## src/hdl/pcm_pkg.sv

```systemverilog
package pcm_pkg;

  // ************************************************************
  // register byte offsets (word aligned, wishbone)
  // ************************************************************
  localparam logic [7:0] SCER_OFS  = 8'h00;
  localparam logic [7:0] SCDR_OFS  = 8'h04;
  localparam logic [7:0] SCSR_OFS  = 8'h08;
  localparam logic [7:0] PCER_OFS  = 8'h10;
  localparam logic [7:0] PCDR_OFS  = 8'h14;
  localparam logic [7:0] PCSR_OFS  = 8'h18;
  localparam logic [7:0] MOR_OFS   = 8'h20;
  localparam logic [7:0] MCFR_OFS  = 8'h24;
  localparam logic [7:0] PLLA_OFS  = 8'h28;
  localparam logic [7:0] PLLB_OFS  = 8'h2c;
  localparam logic [7:0] MCKR_OFS  = 8'h30;
  localparam logic [7:0] PCK0_OFS  = 8'h40;
  localparam logic [7:0] IER_OFS   = 8'h60;
  localparam logic [7:0] IDR_OFS   = 8'h64;
  localparam logic [7:0] SR_OFS    = 8'h68;
  localparam logic [7:0] IMR_OFS   = 8'h6c;
  localparam logic [7:0] ICPR_OFS  = 8'h80;

  // ************************************************************
  // field positions
  // ************************************************************
  localparam int SC_CPU_BIT   = 0;
  localparam int SC_USB_BIT   = 7;
  localparam int SC_PCK_LSB   = 8;
  localparam int NUM_PCK      = 4;
  localparam int NUM_PERIPH   = 32;
  localparam int SR_MAIN_OSC_STABLE     = 0;
  localparam int SR_PLL_A_LOCKED     = 1;
  localparam int SR_PLL_B_LOCKED     = 2;
  localparam int SR_MASTER_CLOCK_SETTLED    = 3;
  localparam int SR_PCKRDY0   = 8;
  localparam int MOR_EN_BIT   = 0;
  localparam int MOR_CNT_LSB  = 8;
  localparam int MCFR_RDY_BIT = 16;
  localparam int PLL_DIV_LSB  = 0;
  localparam int PLL_CNT_LSB  = 8;
  localparam int PLL_MUL_LSB  = 16;
  localparam int PLL_USB_LSB  = 28;
  localparam int PLL_SRC_BIT  = 29;
  localparam int MCKR_CLOCK_DIVIDE_POWER_LSB = 2;
  localparam int MCKR_CPU_MASTER_RATIO_LSB = 8;

  // ************************************************************
  // reset values and timing
  // ************************************************************
  localparam logic [31:0] MCKR_RST = 32'h0000_0000;
  localparam logic [31:0] PLL_RST  = 32'h0000_3f00;
  localparam logic [2:0]  OSC_PRE_DIV = 3'h7;
  localparam logic [3:0]  FREQ_WINDOW = 4'hf;
  localparam int          SYNC_LEN = 2;

  typedef enum logic [1:0] {
    PCM_SRC_SLOW = 2'h0,
    PCM_SRC_MAIN = 2'h1,
    PCM_SRC_PLLA = 2'h2,
    PCM_SRC_PLLB = 2'h3
  } pcm_src_t;

endpackage : pcm_pkg

```

## src/hdl/pcm_lock_timer.sv

```systemverilog
`timescale 1ns/1ps
`default_nettype none
// counts down slow clock ticks after a load; done is a registered flag
module pcm_lock_timer
  import pcm_pkg::*;
(
  input  wire logic       sys_clk,
  input  wire logic       rst_b,
  input  wire logic       load,
  input  wire logic       hold_off,
  input  wire logic [7:0] count,
  input  wire logic       tick,
  output logic            done
);

  logic [7:0] cnt_ff;

  always_ff @(posedge sys_clk or negedge rst_b)
  begin
    if (!rst_b)
    begin
      cnt_ff <= 8'h00;
      done   <= 1'b0;
    end
    else if (load || hold_off)
    begin
      cnt_ff <= count;
      done   <= 1'b0;
    end
    else if (!done && tick)
    begin
      if (cnt_ff == 8'h00)
        done <= 1'b1;
      else
        cnt_ff <= cnt_ff - 8'h01;
    end
  end

endmodule : pcm_lock_timer
`default_nettype wire

```

## src/hdl/pcm_ctrl.sv

```systemverilog
// The register addresses and the Wishbone slave port were left to the implementer.
`timescale 1ns/1ps
`default_nettype none
// How it works
// [RULE1] master clock source from select field, divided by power of two 1..64
// [RULE2] any master config write clears settled flag until new clock settles
// [RULE3] cpu-to-master ratio field divides master clock from processor clock; code only stores the field in mckr_ff and drives no divider from it
// [RULE4] processor clock on after reset, off via disable reg, status readable
// [RULE5] enabled interrupt or reset restarts a stopped processor clock
// [RULE6] stop waits for current instruction; other bus masters unaffected
// [RULE7] software programs second pll for usb at 48, 96 or 192 MHz
// [RULE8] usb device clock enabled and disabled by bits, status shown
// [RULE9] each peripheral clock gated by enable/disable writes, status readable
// [RULE10] peripheral clock stops at once when disabled; all off after reset
// [RULE11] peripheral bit number equals its peripheral identifier
// [RULE12] software should let a peripheral finish before stopping its clock
// [RULE13] four output clocks, each selects source and divides by 1..64; code only stores each setting in pck_cfg_ff and drives just the enables
// [RULE14] write 1 to enable or disable output; active outputs in status
// [RULE15] per output a ready flag says it matches programmed configuration
// [RULE16] software disables output before changing its configuration
// [RULE17] oscillator enable and start-up count; stable after 8 x count slow
// [RULE18] frequency register counts main clocks in sixteen slow clock periods; code counts from a slow rise to the sixteenth slow fall, 15.5 periods
// [RULE19] software sets charge pump bit and bit 29 when writing pll a
// [RULE20] pll a divider 0 off, multiplier 0 off, else times value plus one
// [RULE21] pll a lock low for settle count after write or parameter change
// [RULE22] pll b same lock behaviour plus usb divider by 1, 2 or 4
// [RULE23] oscillator counter decrements at slow clock over 8, stable at zero
// [RULE24] unlocked selected pll falls back: a to slow, b to main clock
// [RULE25] status flags raise interrupt only when their enable bit is set
module pcm_ctrl
  import pcm_pkg::*;
(
  input  wire logic                  sys_clk,
  input  wire logic                  rst_b,
  input  wire logic                  wb_cyc_i,
  input  wire logic                  wb_stb_i,
  input  wire logic                  wb_we_i,
  input  wire logic [7:0]            wb_adr_i,
  input  wire logic [3:0]            wb_sel_i,
  input  wire logic [31:0]           wb_dat_i,
  output logic      [31:0]           wb_dat_o,
  output logic                       wb_ack_o,
  input  wire logic                  slow_clock,
  input  wire logic                  main_clock,
  input  wire logic                  cpu_irq,
  input  wire logic                  cpu_idle_ack,
  output logic                       processor_clock_en,
  output logic                       usb_device_clock_en,
  output logic [NUM_PERIPH-1:0]      periph_clock_en,
  output logic [NUM_PCK-1:0]         output_clock_en,
  output logic [1:0]                 master_src,
  output logic [2:0]                 master_clock_divide_power,
  output logic [1:0]                 usb_div,
  output logic                       main_osc_enable,
  output logic                       pll_a_enable,
  output logic                       pll_b_enable,
  output logic                       pmc_irq
);

  // ************************************************************
  // helpers
  // ************************************************************
  function automatic logic [31:0] merge(input logic [31:0] old, input logic [31:0] nw,
                                        input logic [3:0] sel);
    logic [31:0] r;
    r = old;
    for (int i = 0; i < 4; i++)
      if (sel[i])
        r[i*8 +: 8] = nw[i*8 +: 8];
    return r;
  endfunction : merge

  function automatic logic pll_on(input logic [31:0] cfg);
    return (cfg[PLL_DIV_LSB +: 8] != 8'h00) && (cfg[PLL_MUL_LSB +: 11] != 11'h000); // RULE20
  endfunction : pll_on

  // ************************************************************
  // slow clock synchroniser and edges
  // ************************************************************
  logic [SYNC_LEN-1:0] slow_clock_sync_ff;
  logic slow_clock_d_ff;
  logic slow_clock_rise;
  logic slow_clock_fall;

  always_ff @(posedge sys_clk or negedge rst_b)
  begin
    if (!rst_b)
    begin
      slow_clock_sync_ff <= '0;
      slow_clock_d_ff    <= 1'b0;
    end
    else
    begin
      slow_clock_sync_ff <= {slow_clock_sync_ff[0], slow_clock};
      slow_clock_d_ff    <= slow_clock_sync_ff[1];
    end
  end
  assign slow_clock_rise = slow_clock_sync_ff[1] & ~slow_clock_d_ff;
  assign slow_clock_fall = ~slow_clock_sync_ff[1] & slow_clock_d_ff;

  // main clock is sampled too; only meaningful when much slower than sys_clk
  logic [SYNC_LEN-1:0] main_sync_ff;
  logic main_d_ff;
  logic main_rise;
  always_ff @(posedge sys_clk or negedge rst_b)
  begin
    if (!rst_b)
    begin
      main_sync_ff <= '0;
      main_d_ff    <= 1'b0;
    end
    else
    begin
      main_sync_ff <= {main_sync_ff[0], main_clock};
      main_d_ff    <= main_sync_ff[1];
    end
  end
  assign main_rise = main_sync_ff[1] & ~main_d_ff;

  // ************************************************************
  // wishbone slave: one wait state, ack drops after one cycle
  // ************************************************************
  logic req;
  logic wr;
  assign req = wb_cyc_i & wb_stb_i & ~wb_ack_o;
  assign wr  = req & wb_we_i;

  function automatic logic wr_at(input logic [7:0] ofs, input logic w,
                                 input logic [7:0] adr);
    return w && (adr == ofs);
  endfunction : wr_at

  logic [31:0] mor_ff, plla_ff, pllb_ff, mckr_ff, icpr_ff, imr_ff;
  logic [31:0] pck_cfg_ff [NUM_PCK];
  logic [31:0] mor_n, plla_n, pllb_n, mckr_n;
  assign mor_n  = merge(mor_ff, wb_dat_i, wb_sel_i);
  assign plla_n = merge(plla_ff, wb_dat_i, wb_sel_i);
  assign pllb_n = merge(pllb_ff, wb_dat_i, wb_sel_i);
  assign mckr_n = merge(mckr_ff, wb_dat_i, wb_sel_i);

  always_ff @(posedge sys_clk or negedge rst_b)
  begin
    if (!rst_b)
    begin
      mor_ff  <= 32'h0000_0000;
      plla_ff <= PLL_RST;
      pllb_ff <= PLL_RST;
      mckr_ff <= MCKR_RST;
      icpr_ff <= 32'h0000_0000;
      imr_ff  <= 32'h0000_0000;
      for (int i = 0; i < NUM_PCK; i++)
        pck_cfg_ff[i] <= 32'h0000_0000;
    end
    else
    begin
      if (wr_at(MOR_OFS, wr, wb_adr_i))  mor_ff  <= mor_n;
      if (wr_at(PLLA_OFS, wr, wb_adr_i)) plla_ff <= plla_n;
      if (wr_at(PLLB_OFS, wr, wb_adr_i)) pllb_ff <= pllb_n;
      if (wr_at(MCKR_OFS, wr, wb_adr_i)) mckr_ff <= mckr_n;                  // RULE3
      if (wr_at(ICPR_OFS, wr, wb_adr_i)) icpr_ff <= merge(icpr_ff, wb_dat_i, wb_sel_i);
      if (wr_at(IER_OFS, wr, wb_adr_i))  imr_ff  <= imr_ff | wb_dat_i;   // RULE25
      if (wr_at(IDR_OFS, wr, wb_adr_i))  imr_ff  <= imr_ff & ~wb_dat_i;
      for (int i = 0; i < NUM_PCK; i++)
        if (wr_at(PCK0_OFS + 8'(4*i), wr, wb_adr_i))
          pck_cfg_ff[i] <= merge(pck_cfg_ff[i], wb_dat_i, wb_sel_i);
    end
  end

  // ************************************************************
  // oscillator start-up: count x 8 slow clocks
  // ************************************************************
  logic [2:0] osc_pre_ff;
  logic main_osc_stable;
  logic [7:0] osc_cnt;
  // a write loads the count that it carries, not the one that it replaces
  assign osc_cnt = wr_at(MOR_OFS, wr, wb_adr_i) ? mor_n[MOR_CNT_LSB +: 8]
                                                 : mor_ff[MOR_CNT_LSB +: 8];
  always_ff @(posedge sys_clk or negedge rst_b)
  begin
    if (!rst_b)
      osc_pre_ff <= 3'h0;
    // restart the divide-by-8 phase so start-up spans 8 x count slow clocks
    else if (wr_at(MOR_OFS, wr, wb_adr_i))
      osc_pre_ff <= OSC_PRE_DIV;                                        // RULE17
    else if (slow_clock_rise)
      osc_pre_ff <= (osc_pre_ff == OSC_PRE_DIV) ? 3'h0 : osc_pre_ff + 3'h1;
  end

  pcm_lock_timer u_osc_timer (
    .sys_clk  (sys_clk),
    .rst_b    (rst_b),
    .load     (wr_at(MOR_OFS, wr, wb_adr_i)),                           // RULE17
    .hold_off (~mor_ff[MOR_EN_BIT]),
    .count    (osc_cnt),
    .tick     (slow_clock_rise && osc_pre_ff == OSC_PRE_DIV),                 // RULE23
    .done     (main_osc_stable)
  );

  // ************************************************************
  // main clock frequency counter from a slow rise to the sixteenth slow fall
  // ************************************************************
  logic [15:0] freq_count_value_ff;
  logic [3:0]  fwin_ff;
  logic        fcount_ff, freq_count_ready_ff, fstart_ff;
  always_ff @(posedge sys_clk or negedge rst_b)
  begin
    if (!rst_b)
    begin
      freq_count_value_ff <= 16'h0000; fwin_ff <= 4'h0;
      fcount_ff <= 1'b0; freq_count_ready_ff <= 1'b0; fstart_ff <= 1'b0;
    end
    else if (!main_osc_stable)
    begin
      freq_count_value_ff <= 16'h0000; fwin_ff <= 4'h0;
      fcount_ff <= 1'b0; freq_count_ready_ff <= 1'b0; fstart_ff <= 1'b0;
    end
    else
    begin
      if (!fstart_ff && slow_clock_rise)
      begin
        fstart_ff <= 1'b1;
        fcount_ff <= 1'b1;
      end
      if (fcount_ff && main_rise)
        freq_count_value_ff <= freq_count_value_ff + 16'h0001;                                // RULE18
      if (fcount_ff && slow_clock_fall)
      begin
        fwin_ff <= fwin_ff + 4'h1;
        if (fwin_ff == FREQ_WINDOW)
        begin
          fcount_ff  <= 1'b0;
          freq_count_ready_ff <= 1'b1;
        end
      end
    end
  end

  // ************************************************************
  // pll lock timers
  // ************************************************************
  logic lock_a, lock_b;
  logic plla_chg, pllb_chg;
  assign plla_chg = wr_at(PLLA_OFS, wr, wb_adr_i);                      // RULE21
  assign pllb_chg = wr_at(PLLB_OFS, wr, wb_adr_i);                      // RULE22
  logic [7:0] plla_cnt, pllb_cnt;
  assign plla_cnt = plla_chg ? plla_n[PLL_CNT_LSB +: 8] : plla_ff[PLL_CNT_LSB +: 8]; // RULE21
  assign pllb_cnt = pllb_chg ? pllb_n[PLL_CNT_LSB +: 8] : pllb_ff[PLL_CNT_LSB +: 8]; // RULE22

  pcm_lock_timer u_plla_timer (
    .sys_clk  (sys_clk),
    .rst_b    (rst_b),
    .load     (plla_chg),
    .hold_off (~pll_on(plla_ff)),
    .count    (plla_cnt),
    .tick     (slow_clock_rise),
    .done     (lock_a)
  );

  pcm_lock_timer u_pllb_timer (
    .sys_clk  (sys_clk),
    .rst_b    (rst_b),
    .load     (pllb_chg),
    .hold_off (~pll_on(pllb_ff)),
    .count    (pllb_cnt),
    .tick     (slow_clock_rise),
    .done     (lock_b)
  );

  // ************************************************************
  // master clock selection and settled flag
  // ************************************************************
  logic [1:0] clock_source_select;
  logic [1:0] eff_src;
  logic master_clock_settled_ff;
  logic [1:0] settle_ff;
  assign clock_source_select = mckr_ff[1:0];
  always_comb
  begin
    eff_src = clock_source_select;                                                      // RULE1
    if (clock_source_select == PCM_SRC_PLLA && !lock_a)
      eff_src = PCM_SRC_SLOW;                                           // RULE24
    else if (clock_source_select == PCM_SRC_PLLB && !lock_b)
      eff_src = PCM_SRC_MAIN;                                           // RULE24
  end

  // settles two slow clock edges after the write, and with a pll selected only once it locks
  always_ff @(posedge sys_clk or negedge rst_b)
  begin
    if (!rst_b)
    begin
      master_clock_settled_ff <= 1'b1;
      settle_ff <= 2'h0;
    end
    else if (wr_at(MCKR_OFS, wr, wb_adr_i) || eff_src != clock_source_select)
    begin
      master_clock_settled_ff <= 1'b0;                                                // RULE2
      settle_ff <= 2'h0;
    end
    else if (!master_clock_settled_ff && slow_clock_rise)
    begin
      settle_ff <= settle_ff + 2'h1;
      if (settle_ff == 2'h1)
        master_clock_settled_ff <= 1'b1;
    end
  end

  // ************************************************************
  // system and peripheral clock gates
  // ************************************************************
  logic [31:0] scsr_ff, pcsr_ff;
  logic        cpu_stop_pend_ff;
  logic        sc_en_w, sc_dis_w;
  assign sc_en_w  = wr_at(SCER_OFS, wr, wb_adr_i);
  assign sc_dis_w = wr_at(SCDR_OFS, wr, wb_adr_i);

  always_ff @(posedge sys_clk or negedge rst_b)
  begin
    if (!rst_b)
    begin
      scsr_ff          <= 32'h0000_0001;                                // RULE4
      cpu_stop_pend_ff <= 1'b0;
    end
    else
    begin
      if (sc_en_w)
        scsr_ff[31:1] <= scsr_ff[31:1] | wb_dat_i[31:1];                // RULE8 RULE14
      if (sc_dis_w)
        scsr_ff[31:1] <= scsr_ff[31:1] & ~wb_dat_i[31:1];               // RULE14
      if (sc_dis_w && wb_dat_i[SC_CPU_BIT])
        cpu_stop_pend_ff <= 1'b1;
      if (cpu_irq)
      begin
        scsr_ff[SC_CPU_BIT] <= 1'b1;                                    // RULE5
        cpu_stop_pend_ff    <= 1'b0;
      end
      else if (cpu_stop_pend_ff && cpu_idle_ack)
      begin
        scsr_ff[SC_CPU_BIT] <= 1'b0;                                    // RULE6
        cpu_stop_pend_ff    <= 1'b0;
      end
    end
  end

  always_ff @(posedge sys_clk or negedge rst_b)
  begin
    if (!rst_b)
      pcsr_ff <= 32'h0000_0000;                                         // RULE10
    else if (wr_at(PCER_OFS, wr, wb_adr_i))
      pcsr_ff <= pcsr_ff | wb_dat_i;                                    // RULE9 RULE11
    else if (wr_at(PCDR_OFS, wr, wb_adr_i))
      pcsr_ff <= pcsr_ff & ~wb_dat_i;                                   // RULE10
  end

  // ************************************************************
  // programmable output ready: enabled and config stable
  // ************************************************************
  logic [NUM_PCK-1:0] pckrdy_ff;
  always_ff @(posedge sys_clk or negedge rst_b)
  begin
    if (!rst_b)
      pckrdy_ff <= '0;
    else
      for (int i = 0; i < NUM_PCK; i++)
        if (!scsr_ff[SC_PCK_LSB+i] || wr_at(PCK0_OFS + 8'(4*i), wr, wb_adr_i))
          pckrdy_ff[i] <= 1'b0;                                         // RULE15
        else if (slow_clock_rise)
          pckrdy_ff[i] <= 1'b1;
  end

  // ************************************************************
  // status, read mux, outputs
  // ************************************************************
  logic [31:0] sr;
  always_comb
  begin
    sr = 32'h0000_0000;
    sr[SR_MAIN_OSC_STABLE]  = main_osc_stable;
    sr[SR_PLL_A_LOCKED]  = lock_a;
    sr[SR_PLL_B_LOCKED]  = lock_b;
    sr[SR_MASTER_CLOCK_SETTLED] = master_clock_settled_ff;
    sr[SR_PCKRDY0 +: NUM_PCK] = pckrdy_ff;
  end

  logic [31:0] rd;
  always_comb
  begin
    rd = 32'h0000_0000;
    unique case (wb_adr_i)
      SCSR_OFS: rd = scsr_ff;
      PCSR_OFS: rd = pcsr_ff;
      MOR_OFS:  rd = mor_ff;
      MCFR_OFS: rd = {15'h0000, freq_count_ready_ff, freq_count_value_ff};
      PLLA_OFS: rd = plla_ff;
      PLLB_OFS: rd = pllb_ff;
      MCKR_OFS: rd = mckr_ff;
      SR_OFS:   rd = sr;
      IMR_OFS:  rd = imr_ff;
      ICPR_OFS: rd = icpr_ff;
      PCK0_OFS: rd = pck_cfg_ff[0];
      8'h44:    rd = pck_cfg_ff[1];
      8'h48:    rd = pck_cfg_ff[2];
      8'h4c:    rd = pck_cfg_ff[3];
      default:  rd = 32'h0000_0000;
    endcase
  end

  always_ff @(posedge sys_clk or negedge rst_b)
  begin
    if (!rst_b)
    begin
      wb_ack_o <= 1'b0;
      wb_dat_o <= 32'h0000_0000;
      processor_clock_en <= 1'b1;
      usb_device_clock_en <= 1'b0;
      periph_clock_en <= '0;
      output_clock_en <= '0;
      master_src <= 2'h0;
      master_clock_divide_power <= 3'h0;
      usb_div <= 2'h0;
      main_osc_enable <= 1'b0;
      pll_a_enable <= 1'b0;
      pll_b_enable <= 1'b0;
      pmc_irq <= 1'b0;
    end
    else
    begin
      wb_ack_o <= req;
      wb_dat_o <= req ? rd : 32'h0000_0000;
      processor_clock_en  <= scsr_ff[SC_CPU_BIT];                      // RULE4
      usb_device_clock_en <= scsr_ff[SC_USB_BIT] & lock_b;             // RULE8
      periph_clock_en     <= pcsr_ff;                                   // RULE9
      output_clock_en     <= scsr_ff[SC_PCK_LSB +: NUM_PCK];           // RULE13
      master_src          <= eff_src;
      master_clock_divide_power         <= mckr_ff[MCKR_CLOCK_DIVIDE_POWER_LSB +: 3];
      usb_div             <= pllb_ff[PLL_USB_LSB +: 2];                 // RULE22
      main_osc_enable     <= mor_ff[MOR_EN_BIT];
      pll_a_enable        <= pll_on(plla_ff);
      pll_b_enable        <= pll_on(pllb_ff);
      pmc_irq             <= |(sr & imr_ff);                            // RULE25
    end
  end

  // ************************************************************
  // checks
  // ************************************************************
  a_ack_one_cycle: assert property (@(posedge sys_clk) disable iff (!rst_b) // wishbone slave
    wb_ack_o |=> !wb_ack_o) else $error("ack held longer than one cycle");
  a_mckr_clears_rdy: assert property (@(posedge sys_clk) disable iff (!rst_b) // RULE2
    wr_at(MCKR_OFS, wr, wb_adr_i) |=> !master_clock_settled_ff) else $error("settled not cleared");
  a_plla_fallback: assert property (@(posedge sys_clk) disable iff (!rst_b) // RULE24
    (clock_source_select == PCM_SRC_PLLA && !lock_a) |=> master_src == PCM_SRC_SLOW)
    else $error("no fallback to slow clock");
  a_pcer_sets: assert property (@(posedge sys_clk) disable iff (!rst_b) // RULE9
    (wr_at(PCER_OFS, wr, wb_adr_i) && wb_dat_i[4]) |=> ##1 periph_clock_en[4])
    else $error("peripheral clock not enabled");
  a_pcdr_stops: assert property (@(posedge sys_clk) disable iff (!rst_b) // RULE10
    (wr_at(PCDR_OFS, wr, wb_adr_i) && wb_dat_i[4]) |=> ##1 !periph_clock_en[4])
    else $error("peripheral clock not stopped");
  a_cpu_wake: assert property (@(posedge sys_clk) disable iff (!rst_b) // RULE5
    cpu_irq |=> ##1 processor_clock_en) else $error("irq did not wake cpu");
  a_plla_unlock: assert property (@(posedge sys_clk) disable iff (!rst_b) // RULE21
    plla_chg |=> !lock_a) else $error("lock a not cleared on write");
  a_irq_masked: assert property (@(posedge sys_clk) disable iff (!rst_b) // RULE25
    (imr_ff == 32'h0) |=> !pmc_irq) else $error("irq without enable");
  a_scdr_pck: assert property (@(posedge sys_clk) disable iff (!rst_b) // RULE14
    (sc_dis_w && wb_dat_i[SC_PCK_LSB]) |=> ##1 !output_clock_en[0])
    else $error("output clock not disabled");

endmodule : pcm_ctrl
`default_nettype wire

```

## config.mk

```make
export PLATFORM = sky130hd
export DESIGN_NAME = pcm_ctrl
export DESIGN_NICKNAME = d
export VERILOG_FILES = /design/src/hdl/pcm_pkg.sv /design/src/hdl/pcm_lock_timer.sv /design/src/hdl/pcm_ctrl.sv
export SDC_FILE = /design/constraint.sdc
export NUM_CORES = 1
export LEC_CHECK = 0
export ABC_AREA = 1
export BUFFER_PORTS_ARGS = -buffer_cell sky130_fd_sc_hd__buf_2
export CORE_ASPECT_RATIO = 0.75
export CORE_MARGIN = 3
export CORE_UTILIZATION = 30
export CTS_CLUSTER_DIAMETER = 50
export CTS_CLUSTER_SIZE = 10
export DETAILED_ROUTE_END_ITERATION = 10
export PLACE_DENSITY = 0.5
export SLEW_MARGIN = 0
export SYNTH_ARGS = -nofsm -noshare
export SYNTH_HDL_FRONTEND = slang
export SYNTH_SLANG_ARGS = --single-unit
```

## constraint.sdc

```tcl
create_clock -name sys_clk -period 3 [get_ports sys_clk]
set_input_delay 0.6 -clock sys_clk [delete_from_list [all_inputs] [get_ports sys_clk]]
set_output_delay 0.6 -clock sys_clk [all_outputs]
set_load 0.05 [all_outputs]
```

---- Word-level counts from Yosys, hierarchy flattened ----
Cells that the tools add are included.
cells by class
  divide/modulo/power cells ............... 0
  order comparisons ....................... 0
  reductions and logical operators ........ 114
  equal/unequal tests ..................... 32
  bitwise operators ....................... 23
  mux-type cells .......................... 65
  add/sub/neg operators ................... 7
  multiply operators ...................... 0
  shift-type cells ........................ 0
operator list
  kind                     number
  $pmux W32 S14            1
  $mux W32                 5
  $mux W8                  15
  $reduce_and A2 Y1        41
  $and A32 B32 Y32         2
  $eq A8 B7 Y1 const B     8
  $or A32 B32 Y32          2
  $mux W31                 2
  $eq A8 B6 Y1 const B     5
  $reduce_bool A2 Y1       17
  $and A12 B32 Y32         1
  $logic_not A8 Y1         4
  $mux W16                 2
  $not A32 Y32             1
  $reduce_or A32 Y1        1
  $and A31 B31 Y31         1
  $mux W1                  31
  $not A31 Y31             1
  $or A31 B31 Y31          1
  $logic_and A1 B1 Y1      29
  $eq A8 B5 Y1 const B     3
  $sub A8 B1 Y8 const B    3
  $reduce_bool A11 Y1      2
  $add A16 B1 Y16 const B  1
  other kinds (22)         62
word-level totals
  RAM bits ................................ 0
  bits in registers ....................... 533
  ROM bits ................................ 0
  bits in latches ......................... 0
  output and inout bits ................... 82
  input port bits ......................... 53
  memories ................................ 0

---- Depth between registers and ports, before layout ----
  depth in word-level cells ............... 8
  mapped depth ............................ 12

---- By module ----
From an unflattened synthesis, not the netlist that was laid out.
unflattened totals
  cell total of the unflattened synthesis .. 3157
  area, all modules ....................... 25245.5 um^2
modules (own cells, without submodules)
  module          times used  sequential area each (um^2)  area each (um^2)  cells an instance
  pcm_ctrl        1           12680.9                      23203.5           2875
  pcm_lock_timer  3           225.2                        680.7             94

---- Least setup slack after synthesis ----
Ideal clock, no wire load.
  path kind ............................... reg2reg
  start ................................... register wb_ack_o
  end ..................................... register with a tool-made name
  arrival time ............................ 1.774 ns
  period minus slack after synthesis ...... 1.894 ns
  path buffers ............................ 2
  library setup time ...................... 0.120 ns
  setup slack ............................. 1.106 ns
  data required time ...................... 2.880 ns
  cell stages (with the launch flop) ...... 10
  cells stage by stage .................... dfrtp_1 > nor2_4 > nand2_4 > buf_6 > nor2_2 > nand2_1 > clkbuf_1 > nor2_1 > o21ai_0 > inv_1
RTL lines
  what                      RTL line         source
  start: declaration        pcm_ctrl.sv:42   output logic wb_ack_o,
  start signal: assignment  pcm_ctrl.sv:427  wb_ack_o <= req;

---- Final worst setup path ----
  start ................................... register wb_ack_o
  end ..................................... register plla_ff[27]
between the ends
  cells in the longest elaborated chain, start to end .. 5
ends and longest elaborated chain
  what                                RTL line         source
  $not A1 Y1                          pcm_ctrl.sv:125  assign req = wb_cyc_i & wb_stb_i & ~wb_ack_o;
  $and A1 B1 Y1                       pcm_ctrl.sv:125
  via req                             pcm_ctrl.sv:123  logic req;
  $and A1 B1 Y1                       pcm_ctrl.sv:126  assign wr = req & wb_we_i;
  $logic_and A1 B1 Y1                 pcm_ctrl.sv:130  return w && (adr == ofs);
  $reduce_and A2 Y1 (no source line)  -
  end signal: assignment              pcm_ctrl.sv:157  if (wr_at(PLLA_OFS, wr, wb_adr_i)) plla_ff <= plla_n;
  end: declaration                    pcm_ctrl.sv:133  logic [31:0] mor_ff, plla_ff, pllb_ff, mckr_ff, icpr_ff, imr_ff;
The timed path passes the listed nets, and every way through them passes these cells.
A chain may end at the register's enable or synchronous reset.

==> results.cfg <==
[outcome]
status = finished, final reports clean

[logic_synthesis]
synth_edf_count = 0
avgSynthCellArea_sq_um = 7.96
synthXorXnorAreaFrac_pct = 0.428
synth_top_family_by_area = simple AND/OR/NAND/NOR gates
ys_seq_area_share_pct = 54.3
synth_compound_area_share_pct = 9.79
netlist-cell-type-count = 39
synthArstFlopShare_pct = 100
ys.warnings.count = 0
synth_cells = 3089
synthMuxAreaShare_pct = 0
ys.flop_type = dfrtp_1
yosys_register_bits = 533
synth-simple-area-share_pct = 28.4
syn-num-nets = 3153
synth_area_sq_um = 24600
synthAdderAreaFrac_pct = 0.560

[sta]
rsz0062_at_grt = false
fin_setup_tns_ns = 0
period_share_pct = 70.3
max_slew_margin_pct = 46.3
fin_crit_ns = 2.11
clock.fmax_ghz = 0.474
drv_slew = 0
worst_pin_slew_ns = 0.802
hold_viol = 0
finalSetupViolCount = 0
skew_ns = 0.0291

[clock_network]
cts_buffers = 75
cts.repair.resized = 0
post-cts-setup-buffers = 0
cts_tree = yes
clk-insertion-delay-late_ns = 0.63
cts_sinks = 533
max-clock-path-buffers = 3
clk_pin_slew_worst_paths_ns = 0.05
cts-root-buf = clkbuf_16
holdBufCountCts = 1
h-tree-depth = 3

[setup_path]
reg2reg_slack_ns = 0.89
critPathLaunchType = flop
arrival_ns = 2.59
cp_max_fo = 16
worstSetupPathType = reg2reg
worstSetupEndpointType = flop
r2r-start = wb_ack_o$_DFF_PN0_
critPathLaunch = wb_ack_o$_DFF_PN0_
r2r_end = plla_ff[27]$_DFFE_PN0P_
required_ns = 3.48
cp-endpoint = plla_ff[27]$_DFFE_PN0P_
reg2reg_depth = 6

[grt]
track_usage_pct = 19.8
grt_max_degree = 100
grt_pass1_vias = 19500
overflow = 0
grt_pass1_wl_um = 128000
antenna_found_initial = 2

[place]
post-dp-hpwl_um = 56500
gp_congestion = 0.811
numPortBuffers = 134
placed_cell_area_sq_um = 26600

[die]
num_rows = 90
ios = 135
fp.coreArea_sq_um = 80900
dieArea_sq_um = 85500
die_h_um = 254
start_util_pct = 30.4
die_w_um = 337

[drt]
wl_um = 84400
wl_per_cell_um = 19.6
ant_nets = 0
vias = 20900
drc = 0
viasPerCell = 4.85
drt_iter0_markers = 2103
first_pass_iters = 5

[layout]
final_cell_mix = nand2_1 (879), dfrtp_1 (518), nand3_1 (389)
area_growth_pct = 18.3
layout_commonest_cell = nand2_1
finalInstanceArea_sq_um = 29100
fin_nets = 3263
drive_above_1_share_pct = 11.8

[min_path]
hp-class = in2reg
hold_start = slow_clock

[job]
cap_violations = 0

[power_and_ir_drop]
power.density_nw_per_um2 = 584
p_leak_nw = 14.5
ir_drop_uv = 369
## cell type report
class                      count  area (sq um)
fill                        8415         51800
sequential                   533         13400
multi-input combinational   2164          9690
clock buffer                 105          2040
timing repair buffer         204          1430
tap                         1058          1320
inverter                     221           830
clock inverter                29           410
antenna                        1          2.50
## metal layers
layer / track usage [%] / share of wire (%)
met4: 4.89 / 2.0
met3: 3.99 / 6.9
met2: 27.7 / 41
met5: 0 / 0
met1: 30.8 / 50
## metrics by stage
stage	utilization, %	cells	hold WS (ns)	power [mW]	worst slack [ns]
6_report	36.0	4315	0.0933	17.0	0.890
3_3_place_gp	32.9	4179	0.334	8.29	0.308
3_5_place_dp	32.9	4179	0.340	8.29	0.360
2_1_floorplan	-	3089	0.304	7.83	1.11
4_1_cts	36.0	4314	0.0554	17.2	0.861
5_1_grt	36.0	4315	0.0654	17.5	0.658
## kinds of logic after synthesis
| kind of cell | after synthesis |
|---|---|
| compound gates | 475 |
| xor+xnor | 12 |
| fa+ha+maj | 11 |
| buf+inv | 392 |
| flops | 533 |
| simple gates | 1666 |
## worst min path at each step
stage / to / slack [ns] / depth (start not counted)
4_1_cts: slow_clock_sync_ff[0]$_DFF_PN0_ / 0.06 / 1
5_1_grt: slow_clock_sync_ff[0]$_DFF_PN0_ / 0.07 / 1
6_report: slow_clock_sync_ff[0]$_DFF_PN0_ / 0.09 / 1
3_5_place_dp: main_sync_ff[1]$_DFF_PN0_ / 0.34 / 0
2_1_floorplan: async pin / 0.30 / 0
3_3_place_gp: slow_clock_sync_ff[1]$_DFF_PN0_ / 0.33 / 0
## worst max-delay path: stages (launching register included)
cell	delay, ns
dfrtp_1	0.40
nor2_4	0.20
nand2_4	0.25
nor2_2	0.40
nand2_1	0.44
nand2_1	0.18
o21ai_0	0.09
## power by group
part / internal, mW / switching [mW] / total, mW
Combinational: 0.171 / 0.616 / 0.787
Sequential: 7.30 / 0.0672 / 7.37
Clock: 5.33 / 3.49 / 8.82
## cells in the mapped netlist (all sizes together), types with 2 or more instances
| cell | number | area [sq um] |
|---|---|---|
| nand2 | 901 | 3440 |
| dfrtp | 518 | 13000 |
| o21ai | 447 | 2240 |
| nand3 | 389 | 1950 |
| nor2 | 346 | 1390 |
| inv | 220 | 826 |
| buf | 91 | 458 |
| clkbuf | 80 | 300 |
| a21oi | 16 | 80.1 |
| dfstp | 15 | 394 |
| nand4 | 12 | 75.1 |
| ha | 11 | 138 |
| nor3 | 10 | 77.6 |
| xnor2 | 6 | 52.6 |
| xor2 | 6 | 52.6 |
| a221oi | 3 | 26.3 |
| a31oi | 3 | 18.8 |
| or2 | 3 | 18.8 |
| a21boi | 2 | 15.0 |
| nand3b | 2 | 15.0 |
| nor3b | 2 | 15.0 |
Note: power is estimated with default switching activity, not from simulation.
